File: config.mk
export PLATFORM = sky130hd
export DESIGN_NAME = epg_ctrl
export DESIGN_NICKNAME = d
export VERILOG_FILES = /design/src/core/epg_pkg.sv /design/src/core/epg_sense_if.sv /design/src/core/epg_ctrl.sv /design/src/core/epg_sync.sv
export SDC_FILE = /design/constraint.sdc
export NUM_CORES = 1
export LEC_CHECK = 0
export ABC_AREA = 0
export BUFFER_PORTS_ARGS = -buffer_cell sky130_fd_sc_hd__buf_2
export CORE_MARGIN = 2
export CORE_UTILIZATION = 48
export DETAILED_ROUTE_END_ITERATION = 10
export GPL_TIMING_DRIVEN = 0
export PLACE_DENSITY = 0.73
export SLEW_MARGIN = 20
export SYNTH_ARGS = -nofsm -noshare
export SYNTH_HDL_FRONTEND = slang
export SYNTH_SLANG_ARGS = --single-unit
File: constraint.sdc
create_clock -name clk_i -period 4 [get_ports clk_i]
set_input_delay 0.4 -clock clk_i [delete_from_list [all_inputs] [get_ports clk_i]]
set_output_delay 0.4 -clock clk_i [all_outputs]
set_load 0.01 [all_outputs]
File: src/core/epg_pkg.sv
// constants, types and register layout for the enable and power-good controller
// assumes a 200 MHz system clock and a 32-bit classic wishbone register bus
package epg_pkg;

  localparam int unsigned NCH           = 6;
  localparam int unsigned CLK_HZ        = 200_000_000;
  localparam int unsigned SEQ_DELAY_MS  = 1;
  localparam int unsigned DEGLITCH_US   = 50;
  // sequencing delay is nominal, so round down; deglitch is a least time, so round up
  localparam int unsigned SEQ_CYCLES    = SEQ_DELAY_MS * (CLK_HZ / 1000);
  localparam int unsigned DEGLITCH_CYCLES = (DEGLITCH_US * (CLK_HZ / 1000) + 999) / 1000;
  localparam int unsigned CNT_W         = 18;

  // sense vector layout shared by the top and the synchroniser
  localparam int unsigned SNS_EN        = 0;
  localparam int unsigned SNS_UP        = 1;
  localparam int unsigned SNS_LO        = 2;
  localparam int unsigned SNS_HOT       = 3;
  localparam int unsigned SNS_GOOD      = 4;
  localparam int unsigned SNS_W         = SNS_GOOD + NCH;

  // register map
  localparam logic [31:0] CTRL_OFS      = 32'h0000_0000;
  localparam logic [31:0] STAT_OFS      = 32'h0000_0004;
  localparam int unsigned CTRL_CHEN_POS = 0;
  localparam int unsigned CTRL_DSEL_POS = 8;
  localparam int unsigned CTRL_MASK_POS = 16;
  localparam int unsigned STAT_ON_POS   = 0;
  localparam int unsigned STAT_GOOD_POS = 8;
  localparam int unsigned STAT_ST_POS   = 16;
  localparam int unsigned STAT_PG_POS   = 24;
  localparam int unsigned STAT_EN_POS   = 25;
  localparam int unsigned STAT_UV_POS   = 26;
  localparam logic [5:0]  CHEN_RST      = 6'h3F;
  localparam logic [5:0]  DSEL_RST      = 6'h3F;
  localparam logic [5:0]  MASK_RST      = 6'h00;

  typedef enum logic [2:0] {
    ST_OFF = 3'b001,
    ST_SEQ = 3'b010,
    ST_ON  = 3'b100
  } epg_state_e;

  typedef logic [CNT_W-1:0] epg_cnt_t;

endpackage

File: src/core/epg_sense_if.sv
// carries raw comparator and pin levels into the synchroniser and the clean copies back
// assumes both ends run on the same system clock
`timescale 1ns/1ps
interface epg_sense_if;
  import epg_pkg::*;
  logic [SNS_W-1:0] raw;
  logic [SNS_W-1:0] sync;
  modport ctrl (output raw, input sync);
  modport sync_end (input raw, output sync);
endinterface

File: src/core/epg_ctrl.sv
// enable, undervoltage gating, output sequencing and global power-good for six regulator channels
// assumes comparator levels are asynchronous, a classic wishbone master, one 200 MHz clock
//
// Design decisions made here: the placing of the registers and the Wishbone slave port.
`timescale 1ns/1ps
module epg_ctrl
  import epg_pkg::*;
#(
  parameter int unsigned SEQ_CYC  = SEQ_CYCLES,
  parameter int unsigned GLITCH_CYC = DEGLITCH_CYCLES
) (
  input  wire logic           clk_i,
  input  wire logic           rst_i,
  // wishbone classic slave
  input  wire logic           wb_cyc_i,
  input  wire logic           wb_stb_i,
  input  wire logic           wb_we_i,
  input  wire logic [31:0]    wb_adr_i,
  input  wire logic [3:0]     wb_sel_i,
  input  wire logic [31:0]    wb_dat_i,
  output logic      [31:0]    wb_dat_o,
  output logic                wb_ack_o,
  output logic                wb_err_o,
  // pins and comparators
  input  wire logic           enable_i,
  input  wire logic           supply_above_upper_i,
  input  wire logic           supply_below_lower_i,
  input  wire logic           thermal_fault_i,
  input  wire logic [NCH-1:0] channel_good_i,
  output logic      [NCH-1:0] channel_on_o,
  output logic      [NCH-1:0] discharge_en_o,
  output logic                boost_disconnect_close_o,
  output logic                global_power_good_out_o,
  output logic                global_power_good_out_oe_o
);

  typedef struct packed {
    epg_state_e     state;
    logic [2:0]     step;
    epg_cnt_t       seq_cnt;
    epg_cnt_t       glitch_cnt;
    logic           supply_ok;
    logic           pg;
    logic [NCH-1:0] on;
    logic [NCH-1:0] dis;
    logic           disc_close;
    logic [NCH-1:0] ch_en;
    logic [NCH-1:0] dsel;
    logic [NCH-1:0] mask;
    logic           ack;
    logic           err;
    logic [31:0]    rdat;
  } epg_ctrl_s;

  epg_ctrl_s s_q;
  epg_ctrl_s s_d;

  epg_sense_if sns ();

  logic           en_s;
  logic           up_s;
  logic           lo_s;
  logic           hot_s;
  logic [NCH-1:0] good_s;
  logic           run_ok;
  logic           fault_now;
  logic           req;
  logic           ctrl_hit;
  logic           stat_hit;
  logic [31:0]    ctrl_word;
  logic [31:0]    stat_word;
  logic [31:0]    wr_word;
  logic [31:0]    rd_word;
  logic [NCH-1:0] ch_fault;
  logic [NCH-1:0] ch_start;
  logic           step_due;
  logic           last_step;
  logic           glitch_due;
  logic           take;
  logic           wr_hit;

  assign sns.raw = {channel_good_i, thermal_fault_i, supply_below_lower_i,
                    supply_above_upper_i, enable_i};

  epg_sync u_sync (
    .clk_i (clk_i),
    .rst_i (rst_i),
    .sns   (sns.sync_end)
  );

  // only the clean copies are used below
  assign en_s   = sns.sync[SNS_EN];
  assign up_s   = sns.sync[SNS_UP];
  assign lo_s   = sns.sync[SNS_LO];
  assign hot_s  = sns.sync[SNS_HOT];
  assign good_s = sns.sync[SNS_GOOD +: NCH];

  assign req      = wb_cyc_i & wb_stb_i;
  assign ctrl_hit = (wb_adr_i == CTRL_OFS);
  assign stat_hit = (wb_adr_i == STAT_OFS);
  // a new request is taken only with no answer outstanding, so ack stays a one-cycle pulse
  assign take     = req & ~s_q.ack & ~s_q.err;
  // only the control register is writable; status writes fall through silently
  assign wr_hit   = req & s_q.ack & wb_we_i & ctrl_hit;

  always_comb begin
    ctrl_word = '0;
    ctrl_word[CTRL_CHEN_POS +: NCH] = s_q.ch_en;
    ctrl_word[CTRL_DSEL_POS +: NCH] = s_q.dsel;
    ctrl_word[CTRL_MASK_POS +: NCH] = s_q.mask;
    stat_word = '0;
    stat_word[STAT_ON_POS +: NCH]   = s_q.on;
    stat_word[STAT_GOOD_POS +: NCH] = good_s;
    stat_word[STAT_ST_POS +: 3]     = s_q.state;
    stat_word[STAT_PG_POS]          = s_q.pg;
    stat_word[STAT_EN_POS]          = en_s;
    stat_word[STAT_UV_POS]          = s_q.supply_ok;
  end

  // byte lanes merge into the current control word
  always_comb begin
    wr_word = ctrl_word;
    for (int b = 0; b < 4; b++) begin
      if (wb_sel_i[b]) begin
        wr_word[8*b +: 8] = wb_dat_i[8*b +: 8];
      end
    end
  end

  // unmapped addresses read as zero
  always_comb begin
    rd_word = 32'h0000_0000;
    if (ctrl_hit) begin
      rd_word = ctrl_word;
    end else if (stat_hit) begin
      rd_word = stat_word;
    end
  end

  // sequencing and deglitch strobes, named so the state update below stays readable
  assign step_due   = (s_q.state == ST_SEQ) && (s_q.seq_cnt == epg_cnt_t'(SEQ_CYC - 1));
  assign last_step  = (s_q.step == 3'(NCH - 1));
  assign glitch_due = (s_q.glitch_cnt == epg_cnt_t'(GLITCH_CYC - 1));

  // one channel per step, only the one whose turn it is and only if enabled
  // a set mask bit hides that channel's good flag from power-good
  for (genvar c = 0; c < NCH; c++) begin : g_ch
    assign ch_start[c] = step_due & (s_q.step == 3'(c)) & s_q.ch_en[c];
    assign ch_fault[c] = ~good_s[c] & ~s_q.mask[c];
  end

  // unmasked channel faults or a hot die count as a fault
  assign fault_now = hot_s | (|ch_fault);
  assign run_ok    = en_s & s_q.supply_ok;

  always_comb begin
    s_d = s_q;

    // hysteresis: set above upper, clear only below lower
    if (up_s) begin
      s_d.supply_ok = 1'b1;
    end else if (lo_s) begin
      s_d.supply_ok = 1'b0;
    end

    unique case (s_q.state)
      ST_OFF: begin
        s_d.seq_cnt = '0;
        s_d.step    = '0;
        if (run_ok) begin
          // enable high with supply good starts the sequence
          s_d.state      = ST_SEQ;
          s_d.disc_close = 1'b1;
        end
      end
      ST_SEQ: begin
        if (step_due) begin
          // one channel per sequencing delay
          s_d.seq_cnt = '0;
          s_d.on      = s_q.on | ch_start;
          s_d.step    = s_q.step + 3'd1;
          if (last_step) begin
            s_d.state = ST_ON;
          end
        end else begin
          s_d.seq_cnt = s_q.seq_cnt + epg_cnt_t'(1);
        end
      end
      ST_ON: begin
        s_d.seq_cnt = '0;
      end
    endcase

    // a channel disabled by software while running drops out at once
    if (s_q.state != ST_OFF) begin
      s_d.on = s_d.on & s_q.ch_en;
    end

    // losing enable or supply shuts everything down at once
    if (!run_ok) begin
      s_d.state      = ST_OFF;
      s_d.on         = '0;
      s_d.disc_close = 1'b0;
      s_d.step       = '0;
      s_d.seq_cnt    = '0;
    end

    // discharge only channels that are off and selected
    s_d.dis = ~s_d.on & s_q.dsel;

    // power-good rises at once, falls at once on shutdown, otherwise only after a lasting fault
    if (s_q.state != ST_ON || !run_ok) begin
      s_d.pg         = 1'b0;
      s_d.glitch_cnt = '0;
    end else if (!fault_now) begin
      s_d.pg         = 1'b1;
      s_d.glitch_cnt = '0;
    end else if (s_q.pg) begin
      if (glitch_due) begin
        s_d.pg         = 1'b0;
        s_d.glitch_cnt = '0;
      end else begin
        s_d.glitch_cnt = s_q.glitch_cnt + epg_cnt_t'(1);
      end
    end

    // wishbone: answer one cycle after the request, drop the cycle after
    s_d.ack = 1'b0;
    s_d.err = 1'b0;
    if (take) begin
      // no programming or reads while enable is low; refused with err
      if (en_s) begin
        s_d.ack  = 1'b1;
        s_d.rdat = rd_word;
      end else begin
        s_d.err  = 1'b1;
        s_d.rdat = 32'h0000_0000;
      end
    end
    // the write lands on the edge where the master sees ack
    if (wr_hit) begin
      s_d.ch_en = wr_word[CTRL_CHEN_POS +: NCH];
      s_d.dsel  = wr_word[CTRL_DSEL_POS +: NCH];
      s_d.mask  = wr_word[CTRL_MASK_POS +: NCH];
    end
  end

  always_ff @(posedge clk_i) begin
    if (rst_i) begin
      s_q.state      <= ST_OFF;
      s_q.step       <= '0;
      s_q.seq_cnt    <= '0;
      s_q.glitch_cnt <= '0;
      s_q.supply_ok  <= 1'b0;
      s_q.pg         <= 1'b0;
      s_q.on         <= '0;
      s_q.dis        <= '0;
      s_q.disc_close <= 1'b0;
      s_q.ch_en      <= CHEN_RST;
      s_q.dsel       <= DSEL_RST;
      s_q.mask       <= MASK_RST;
      s_q.ack        <= 1'b0;
      s_q.err        <= 1'b0;
      s_q.rdat       <= 32'h0000_0000;
    end else begin
      s_q <= s_d;
    end
  end

  assign wb_dat_o                   = s_q.rdat;
  assign wb_ack_o                   = s_q.ack;
  assign wb_err_o                   = s_q.err;
  assign channel_on_o               = s_q.on;
  assign discharge_en_o             = s_q.dis;
  assign boost_disconnect_close_o   = s_q.disc_close;
  // open drain: drive low when not good, release otherwise
  assign global_power_good_out_o    = 1'b0;
  assign global_power_good_out_oe_o = ~s_q.pg;

endmodule

File: src/core/epg_sync.sv
// two-flop synchroniser for every asynchronous level into the controller
// assumes raw levels may change at any time relative to clk_i
`timescale 1ns/1ps
module epg_sync
  import epg_pkg::*;
(
  input  wire logic   clk_i,
  input  wire logic   rst_i,
  epg_sense_if.sync_end sns
);

  typedef struct packed {
    logic [SNS_W-1:0] meta;
    logic [SNS_W-1:0] clean;
  } epg_sync_s;

  epg_sync_s s_q;
  epg_sync_s s_d;

  always_comb begin
    s_d       = s_q;
    s_d.meta  = sns.raw;
    // first stage feeds only the second stage
    s_d.clean = s_q.meta;
  end

  always_ff @(posedge clk_i) begin
    if (rst_i) begin
      s_q <= '0;
    end else begin
      s_q <= s_d;
    end
  end

  assign sns.sync = s_q.clean;

endmodule

==> results of run 1 <==
-- final timing paths --
check,from,to,slack [ns],cells after the start
min reg2reg,u_sync.s_d[2]$_SDFF_PP0_,u_sync.sns.sync[2]$_SDFF_PP0_,0.43,1
max reg2reg,wb_ack_o$_SDFF_PP0_,wb_dat_o[8]$_SDFFE_PP0P_,1.84,5
min,channel_good_i[0],u_sync.s_d[4]$_SDFF_PP0_,0.08,2
max,wb_ack_o$_SDFF_PP0_,wb_dat_o[8]$_SDFFE_PP0P_,1.84,5
-- layout by cell type (no fill, tap or decap), types with 5 or more instances in the layout --
cell type and count:
nor2b_1 22, buf_2 107, xnor2_1 15, clkbuf_16 16, clkinv_2 5, inv_1 11, nand4_1 12, nor2_1 59
or3_1 15, ha_1 7, o211ai_1 9, mux2i_1 34, a21oi_1 14, nand3_1 22, clkbuf_1 19, o21ai_0 39
nor3_1 18, a41oi_1 6, conb_1 12, buf_4 45, nor4_1 12, a211oi_1 5, nand2_1 62, dfxtp_1 118
xor2_1 6, and3_1 5
-- report_power, final --
group          internal [uW]  total (uW)  switching, uW
Sequential              1190        1200           6.34
Combinational           57.2         115           57.8
Clock                    976        1520            539
Total                   2220        2830            603
-- sequential cells by signal (all words and copies together) (netlist names) --
name and flops:
wb_ack_o 1, channel_on_o 6, u_sync.s_d 10, boost_disconnect_close_o 1, s_q 44, ctrl_word 18
discharge_en_o 6, wb_dat_o 21, u_sync.sns.sync 10, wb_err_o 1
-- per-layer routing --
metal  up-vias  GRT usage [%]  wire (um)
li1       2328              -          -
met1      2165           28.8       5840
met2       169           38.0       6250
met3        24           6.34        874
met4         0           9.71        280
met5         -              0          0
-- layout make-up --
class | count | area, um2 | area share (%)
multi-input cells | 413 | 2490 | 37.6
flip-flops and latches | 118 | 2360 | 35.6
repair buffers | 103 | 515 | 7.78
clock buffers | 19 | 442 | 6.66
plain buffers | 69 | 440 | 6.64
well taps | 140 | 175 | 2.64
clock inverters | 13 | 154 | 2.32
inverters | 13 | 48.8 | 0.736
-- per-stage QoR --
stage,std cells,hold WS [ns],area (um2),setup WS (ns)
floorplan,613,0.413,5340,2.23
global placement,856,0.417,6030,1.75
detailed placement,856,0.420,6030,1.69
CTS,888,0.0626,6630,1.85
global route,888,0.0780,6630,1.64
finish,888,0.0839,6630,1.84
-- logic make-up (layout without fill, tap and decap cells) --
group,after synthesis,after routing,share of synthesized area [%]
compound gates,86,86,10.1
flops,118,118,44.6
mux,34,34,6.42
other cells,1,12,0.0707
fa+ha+maj,7,7,1.65
simple gates,253,253,24.5
buf+inv,82,217,9.23
xor+xnor,21,21,3.47
==> impl_metrics.csv, run 1 <==
group,metric,value,unit
run_status,status,"completed",
grt,gr-total-overflow,0,
timing,finalClockSkew,0.00747,ns
timing,finalCriticalPeriod,2.16,ns
synthesis,synthCells,602,
synthesis,synthesis.area,5300,um2
synthesis,ys_top_cells_by_area,"dfxtp_1, mux2i_1, buf_4",
route,drt-initial-drc-count,450,
grt,antenna_found_initial,0,
cells_and_area,finalCoreUtilization,61.4,%
clock_network,post-cts-setup-buffer-count,0,
power_and_ir_drop,peakVddDrop,0.361,mV
timing,worst_pin_slew,0.729,ns
route,vias_per_cell,5.28,
timing,max_slew_margin,51.4,%
placed_design,portBuffers,103,
timing,fin_crit_sh,54.0,%
synthesis,synth-main-ff-cell,"dfxtp_1",
route,dr_total_vias,4686,
synthesis,ys_ff_latch,118,
power_and_ir_drop,power,2830,uW
cells_and_area,antenna_cells,0,
floorplan,num_rows,38,
route,wl,13200,um
route,drc_errors,0,
placed_design,routabilityCongestion,0.874,
power_and_ir_drop,leakage,0.00273,uW
floorplan,core_area,10800,um2
route,firstDrtPassIters,5,
setup_path,path_buf_inv,1,
clock_network,ctsResizeCount,0,
floorplan,die_height,109,um
clock_network,clock_sinks,118,
synthesis,yosys.area.top_type,"dfxtp_1",
hold_path,hold_class,"input pin to flip-flop",
timing,rsz0062_at_grt,"no",
synthesis,netlist.area_leader.share,44.6,%
clock_network,cts_tree,"done",
clock_network,clk_path_buf_depth,2,
setup_path,cp_max_fo,10,
grt,grt_max_degree,17,
route,drtAntennaViolNets,0,
setup_path,crit_type,"flip-flop to flip-flop",
synthesis,ys_top_cells_by_count,"dfxtp_1, nand2_1, nor2_1",
synthesis,async_flop_share,0,%
floorplan,dieWidth,109,um
floorplan,die-area,11900,um2
clock_network,cts.clk_slew.worst_paths,0.06,ns
setup_path,crit_path_end_kind,"flip-flop",
timing,hold_viol,0,
power_and_ir_drop,p_per_area,426,nW/um2
setup_path,arrival,2.60,ns
clock_network,cts_max_level,4,
synthesis,yosysMostFrequentCell,"dfxtp_1",
clock_network,cts_root_buf,"clkbuf_8",
job,cap_violations,0,
timing,max_freq,463,MHz
synthesis,avgSynthCellArea,8.81,um2
setup_path,required,4.44,ns
cells_and_area,fin_nets,825,
setup_path,slowest_delay,0.57,ns
synthesis,ys_warn_count,0,
floorplan,io_pins,132,
route,avgRoutedWirePerCell,14.9,um
clock_network,cts_buffers,17,
timing,fin_setup_tns,0,ns
cells_and_area,num-fill-cells,942,
clock_network,clkLatencyLatePin,0.52,ns
timing,slew_viol_final,0,
cells_and_area,drive_above_1_share,25.9,%
timing,setup_viol,0,
grt,grt_pass1_wl,21000,um
grt,grt_usage,23.2,%
placed_design,dpl.hpwl,9740,um
grt,grt_pass1_vias,4460,
setup_path,cp_slowest_cell,"or4_1",
synthesis,synth_cell_types,50,
setup_path,cp_top_family,"simple AND/OR/NAND/NOR gates",
clock_network,cts_hold_buf,0,
floorplan,start_util,49.1,%
cells_and_area,synthToLayoutAreaGrowth,25.0,%
setup_path,path_cells,"nor4bb_1 > nand2_1 > or4_1 > clkbuf_1 > o21ai_0",
synthesis,synth_edf_count,0,
synthesis,yosysSeqAreaShare,44.6,%
setup_path,startpoint_type,"flip-flop",
(Power assumes the default switching activity.)
==> inputs of run 2 (changes only) <==
--- a/config.mk
+++ b/config.mk
@@ -11,7 +11,7 @@
 export CORE_UTILIZATION = 48
 export DETAILED_ROUTE_END_ITERATION = 10
 export GPL_TIMING_DRIVEN = 0
-export PLACE_DENSITY = 0.73
+export PLACE_DENSITY = 0.76
 export SLEW_MARGIN = 20
 export SYNTH_ARGS = -nofsm -noshare
 export SYNTH_HDL_FRONTEND = slang
==> constraint.sdc (replaced) <==
create_clock -name clk_i -period 1.8 [get_ports clk_i]
set_input_delay 0.18 -clock clk_i [delete_from_list [all_inputs] [get_ports clk_i]]
set_output_delay 0.18 -clock clk_i [all_outputs]
set_load 0.01 [all_outputs]
==> impl_metrics.csv, run 2 (synthesis gave the netlist of run 1 again) <==
group,metric,value,unit
run_status,status,"finished, violations left",
run_status,violations,"setup timing",
timing,worst_pin_slew,0.772,ns
route,drc_errors,0,
clock_network,cts.clk_slew.worst_paths,0.06,ns
clock_network,clkLatencyLatePin,0.53,ns
route,dr_total_vias,4947,
hold_path,whs_path_depth,4,
setup_path,r2r_start,"s_q[108]$_SDFFE_PP0P_",
setup_path,r2r.worst_path.cells,5,
setup_path,crit_type,"flip-flop to flip-flop",
power_and_ir_drop,leakage,0.00297,uW
placed_design,place_area,6030,um2
setup_path,cp_top_family,"simple AND/OR/NAND/NOR gates",
cells_and_area,layout_commonest_cell,"buf_2",
cells_and_area,largest_reg_flops,44,
power_and_ir_drop,p_per_area,880,nW/um2
grt,gr-total-overflow,0,
clock_network,cts_max_level,4,
grt,grt_usage,25.0,%
cells_and_area,layout_common_cells,"buf_2, dfxtp_1, nand2_1, buf_4, nor2_1",
grt,antenna_found_initial,0,
floorplan,io_pins,132,
floorplan,dieWidth,109,um
setup_path,arrival,2.26,ns
route,avgRoutedWirePerCell,15.6,um
placed_design,routabilityCongestion,0.878,
cells_and_area,largest_register,"s_q",
timing,max_slew_margin,48.6,%
hold_path,hold_class,"input pin to flip-flop",
hold_path,hold_start,"rst_i",
grt,grt_max_degree,17,
cells_and_area,fin_nets,862,
grt,grt_pass1_wl,23000,um
setup_path,crit_path_end_kind,"flip-flop",
route,drtAntennaViolNets,0,
setup_path,required,2.22,ns
setup_path,slowest_delay,0.45,ns
cells_and_area,num-fill-cells,816,
hold_path,worstHoldEndpoint,"wb_ack_o$_SDFF_PP0_",
timing,hold_viol,0,
setup_path,crit_cells,5,
cells_and_area,synthToLayoutAreaGrowth,37.6,%
job,cap_violations,0,
timing,fin_setup_tns,-0.515,ns
setup_path,cp-startpoint,"s_q[108]$_SDFFE_PP0P_",
setup_path,cp_slowest_cell,"or3_4",
cells_and_area,finalCoreUtilization,67.6,%
grt,grt_pass1_vias,4931,
cells_and_area,instances_no_fill,925,
timing,rsz0062_at_grt,"yes",
timing,holdWs,0.0508,ns
cells_and_area,antenna_cells,0,
route,firstDrtPassIters,5,
floorplan,die-area,11900,um2
floorplan,num_rows,38,
timing,setup_viol,18,
placed_design,dp.cells,856,
timing,setup_ws,-0.0377,ns
clock_network,cts_tree,"done",
timing,finalClockSkew,0.00606,ns
placed_design,dpl.hpwl,9650,um
setup_path,regToRegSetupSlack,-0.04,ns
setup_path,path_cells,"or3b_4 > or3_4 > o21ai_4 > buf_6 > a21oi_1",
floorplan,start_util,49.1,%
placed_design,portBuffers,103,
timing,finalCriticalPeriod,1.84,ns
floorplan,die_height,109,um
route,drt-initial-drc-count,336,
clock_network,clk_path_buf_depth,2,
timing,fin_crit_sh,102,%
floorplan,core_area,10800,um2
power_and_ir_drop,peakVddDrop,0.785,mV
route,wl,14400,um
timing,slew_viol_final,0,
setup_path,cp_max_fo,5,
setup_path,path_buf_inv,1,
clock_network,cts_root_buf,"clkbuf_8",
setup_path,startpoint_type,"flip-flop",
cells_and_area,drive_above_1_share,32.9,%
route,vias_per_cell,5.35,
setup_path,reg2reg_to,"s_q[101]$_SDFF_PP0_",
clock_network,clock_sinks,118,
timing,max_freq,544,MHz
clock_network,cts_buffers,17,
cells_and_area,final_area,7290,um2
## run 2: worst max-delay path by stage
stage | to | slack, ns
floorplan | s_q[99]$_SDFF_PP0_ | 0.03
detailed placement | wb_dat_o[8]$_SDFFE_PP0P_ | -0.28
global route | s_q[98]$_SDFF_PP0_ | -0.06
CTS | s_q[101]$_SDFF_PP0_ | -0.04
finish | s_q[101]$_SDFF_PP0_ | -0.04
global placement | wb_dat_o[10]$_SDFFE_PP0P_ | -0.24
## run 2: through the flow
| step | power [uW] | setup slack [ns] |
|---|---|---|
| after floorplan | 2850 | 0.0274 |
| after global placement | 2960 | -0.242 |
| after detailed placement | 2960 | -0.283 |
| after CTS | 6430 | -0.0357 |
| after global routing | 6570 | -0.0635 |
| final | 6420 | -0.0377 |
## run 2: report_power, final
group	total [uW]	switching, uW	internal [uW]
clock network	3460	1260	2200
registers	2650	14.5	2640
logic	311	139	172
## run 2: layout make-up
cell class                 instances  area [um2]  area share (%)
multi-input combinational        413        2730            37.4
sequential                       118        2390            32.8
timing repair buffer             144         901            12.4
clock buffer                      19         442            6.06
buffer                            65         432            5.92
tap                              140         175            2.40
clock inverter                    13         173            2.37
inverter                          13        48.8           0.669
## run 2: layer usage
metal | global-route usage, % | vias to the layer above | share of wire (%)
met2 | 42.2 | 182 | 50
li1 | - | 2408 | -
met5 | 0 | - | 0
met4 | 10.1 | 0 | 1.6
met1 | 30.1 | 2335 | 43
met3 | 6.69 | 22 | 6.2
## run 2: repair_timing
| item | 4_1_cts | 5_1_grt |
|---|---|---|
| gates resized for setup | 41 | 38 |
| setup buffers | 8 | 4 |
| hold endpoints to repair | 28 | 0 |
| gates cloned | 1 | 0 |
| pin swaps | 11 | 10 |
| hold buffers | 28 | 0 |
| endpoints found under the setup margin | 73 | 57 |
## run 2: worst register-to-register path: stages, from the launching register on
cell and delay [ns]:
dfxtp_4 0.35, or3b_4 0.43, or3_4 0.45, o21ai_4 0.28, buf_6 0.17, a21oi_1 0.04
==> inputs of run 3 (changes only) <==
==> constraint.sdc (replaced) <==
create_clock -name clk_i -period 1.8 [get_ports clk_i]
set_input_delay 0.18 -clock clk_i [delete_from_list [all_inputs] [get_ports clk_i]]
set_output_delay 0.18 -clock clk_i [all_outputs]
set_load 0.1 [all_outputs]
==> impl_metrics.csv, run 3 (synthesis gave the netlist of run 1 again) <==
group,metric,value,unit
floorplan,io_pins,132,
hold_path,whs_path_depth,4,
route,wl,13800,um
grt,met3_usage,7.89,%
setup_path,cp_top_family,"simple AND/OR/NAND/NOR gates",
timing,max_slew_margin,49.0,%
route,firstDrtPassIters,5,
hold_path,hold_class,"input pin to flip-flop",
floorplan,die_height,109,um
setup_path,critical_path.most_common_cell,"buf_6",
clock_network,cts_tree,"done",
timing,fin_crit_sh,102,%
power_and_ir_drop,p_per_area,886,nW/um2
route,dr_total_vias,4849,
cells_and_area,largest_register,"s_q",
timing,setup_viol,19,
power_and_ir_drop,leakage,0.00294,uW
run_status,violations,"setup timing",
setup_path,reg2reg_to,"s_q[102]$_SDFF_PP0_",
grt,grt_pass1_vias,4669,
setup_path,crit_path_end_kind,"flip-flop",
power_and_ir_drop,peakVddDrop,0.769,mV
route,vias_per_cell,5.25,
grt,antenna_found_initial,0,
setup_path,crit_type,"flip-flop to flip-flop",
timing,holdWs,0.0401,ns
clock_network,cts_root_buf,"clkbuf_8",
setup_path,r2r.worst_path.cells,6,
timing,worst_pin_slew,0.764,ns
setup_path,startpoint_type,"flip-flop",
setup_path,r2r_start,"s_q[106]$_SDFFE_PP1P_",
timing,finalCriticalPeriod,1.83,ns
run_status,status,"finished, violations left",
placed_design,portBuffers,103,
timing,finalClockSkew,0.0104,ns
setup_path,path_cells,"or3b_4 > or3_4 > buf_6 > o21ai_4 > buf_6 > a21oi_1",
placed_design,routabilityCongestion,0.872,
setup_path,required,2.20,ns
timing,max_freq,546,MHz
cells_and_area,fin_nets,860,
floorplan,dieWidth,109,um
grt,grt_max_degree,17,
setup_path,cp_max_fo,6,
floorplan,start_util,49.1,%
clock_network,cts_max_level,4,
setup_path,slowest_delay,0.43,ns
floorplan,die-area,11900,um2
grt,grt-busiest-layer,"met2",
cells_and_area,layout_common_cells,"buf_2, dfxtp_1, nand2_1, nor2_1, buf_4",
grt,gr-total-overflow,0,
placed_design,dpl.hpwl,9660,um
setup_path,cp_slowest_cell,"or3b_4",
cells_and_area,antenna_cells,0,
timing,setup_ws,-0.0311,ns
grt,grt_usage,23.7,%
cells_and_area,largest_reg_flops,44,
clock_network,clkLatencyLatePin,0.52,ns
clock_network,clock_sinks,118,
floorplan,num_rows,38,
timing,hold_viol,0,
grt,grt_pass1_wl,21700,um
timing,rsz0062_at_grt,"yes",
hold_path,hold_start,"rst_i",
timing,slew_viol_final,0,
clock_network,cts.clk_slew.worst_paths,0.06,ns
route,avgRoutedWirePerCell,14.9,um
cells_and_area,drive_above_1_share,31.4,%
route,drc_errors,0,
setup_path,path_buf_inv,2,
timing,fin_setup_tns,-0.373,ns
setup_path,arrival,2.24,ns
cells_and_area,synthToLayoutAreaGrowth,35.4,%
clock_network,cts_buffers,17,
route,drtAntennaViolNets,0,
job,cap_violations,0,
clock_network,clk_path_buf_depth,2,
grt,gr-usage-met2,39.1,%
setup_path,regToRegSetupSlack,-0.03,ns
route,drt-initial-drc-count,319,
hold_path,worstHoldEndpoint,"wb_ack_o$_SDFF_PP0_",
floorplan,core_area,10800,um2
grt,use_met1,28.5,%
run 3: cell count changes in the layout (fill, tap and decap cells not counted), sizes merged:
cell,change
clkinvlp,+1
inv,+1
bufinv,-1
buf,-3
run 3: worst max path at each step:
stage,startpoint,end,slack [ns],cells after the start
after floorplan,wb_ack_o$_SDFF_PP0_,wb_dat_o[12]$_SDFFE_PP0P_,0.007,5
after global placement,s_q[72]$_SDFFE_PP0P_,s_q[78]$_SDFFE_PP0P_,-0.20,5
after detailed placement,wb_adr_i[8],wb_dat_o[8]$_SDFFE_PP0P_,-0.28,6
after CTS,s_q[108]$_SDFFE_PP0P_,s_q[90]$_SDFF_PP0_,-0.02,6
after global routing,s_q[106]$_SDFFE_PP1P_,s_q[93]$_SDFF_PP0_,-0.07,6
final,s_q[106]$_SDFFE_PP1P_,s_q[102]$_SDFF_PP0_,-0.03,6
run 3: routing by layer:
metal,vias up,share of wire [%]
met5,-,0
met4,0,2.3
met3,34,6.2
met2,174,48
met1,2249,43
li1,2392,-
run 3: timing repair:
action	CTS	global route
gates cloned	0	1
endpoints found under the hold margin	28	0
pin swaps	1	7
gates resized for setup	29	36
hold buffers	28	0
endpoints found under the setup margin	65	60
buffers inserted	3	5
run 3: per-stage QoR:
stage               power, uW  setup slack, ns  cell area (um2)  std cells  utilization (%)
CTS                      6390          -0.0163             7020        917             65.0
global route             6540          -0.0748             7180        923             66.5
global placement         3120           -0.201             6040        856             56.0
finish                   6360          -0.0311             7180        923             66.5
detailed placement       3120           -0.282             6040        856             56.0
floorplan                3010          0.00727             5350        613                -
run 3: worst register-to-register path: cells and delay by family, from the launching register on:
family / cells / cell delay (ns)
AO/OA/AOI/OAI: 2 / 0.28
buffers and inverters: 2 / 0.32
AND/OR/NAND/NOR: 2 / 0.78
flip-flops: 1 / 0.35
run 3: area by class of cell:
type,count,area (um2)
well taps,140,175
clock inverters,14,151
plain buffers,67,449
clock buffers,18,428
flip-flops and latches,118,2390
multi-input cells,413,2660
fillers,832,3610
repair buffers,140,875
inverters,13,50.0
run 3: power breakdown:
group / internal, uW / switching, uW
sequential: 2640 / 13.2
clock: 2010 / 1230
combinational: 174 / 296
total: 4820 / 1530
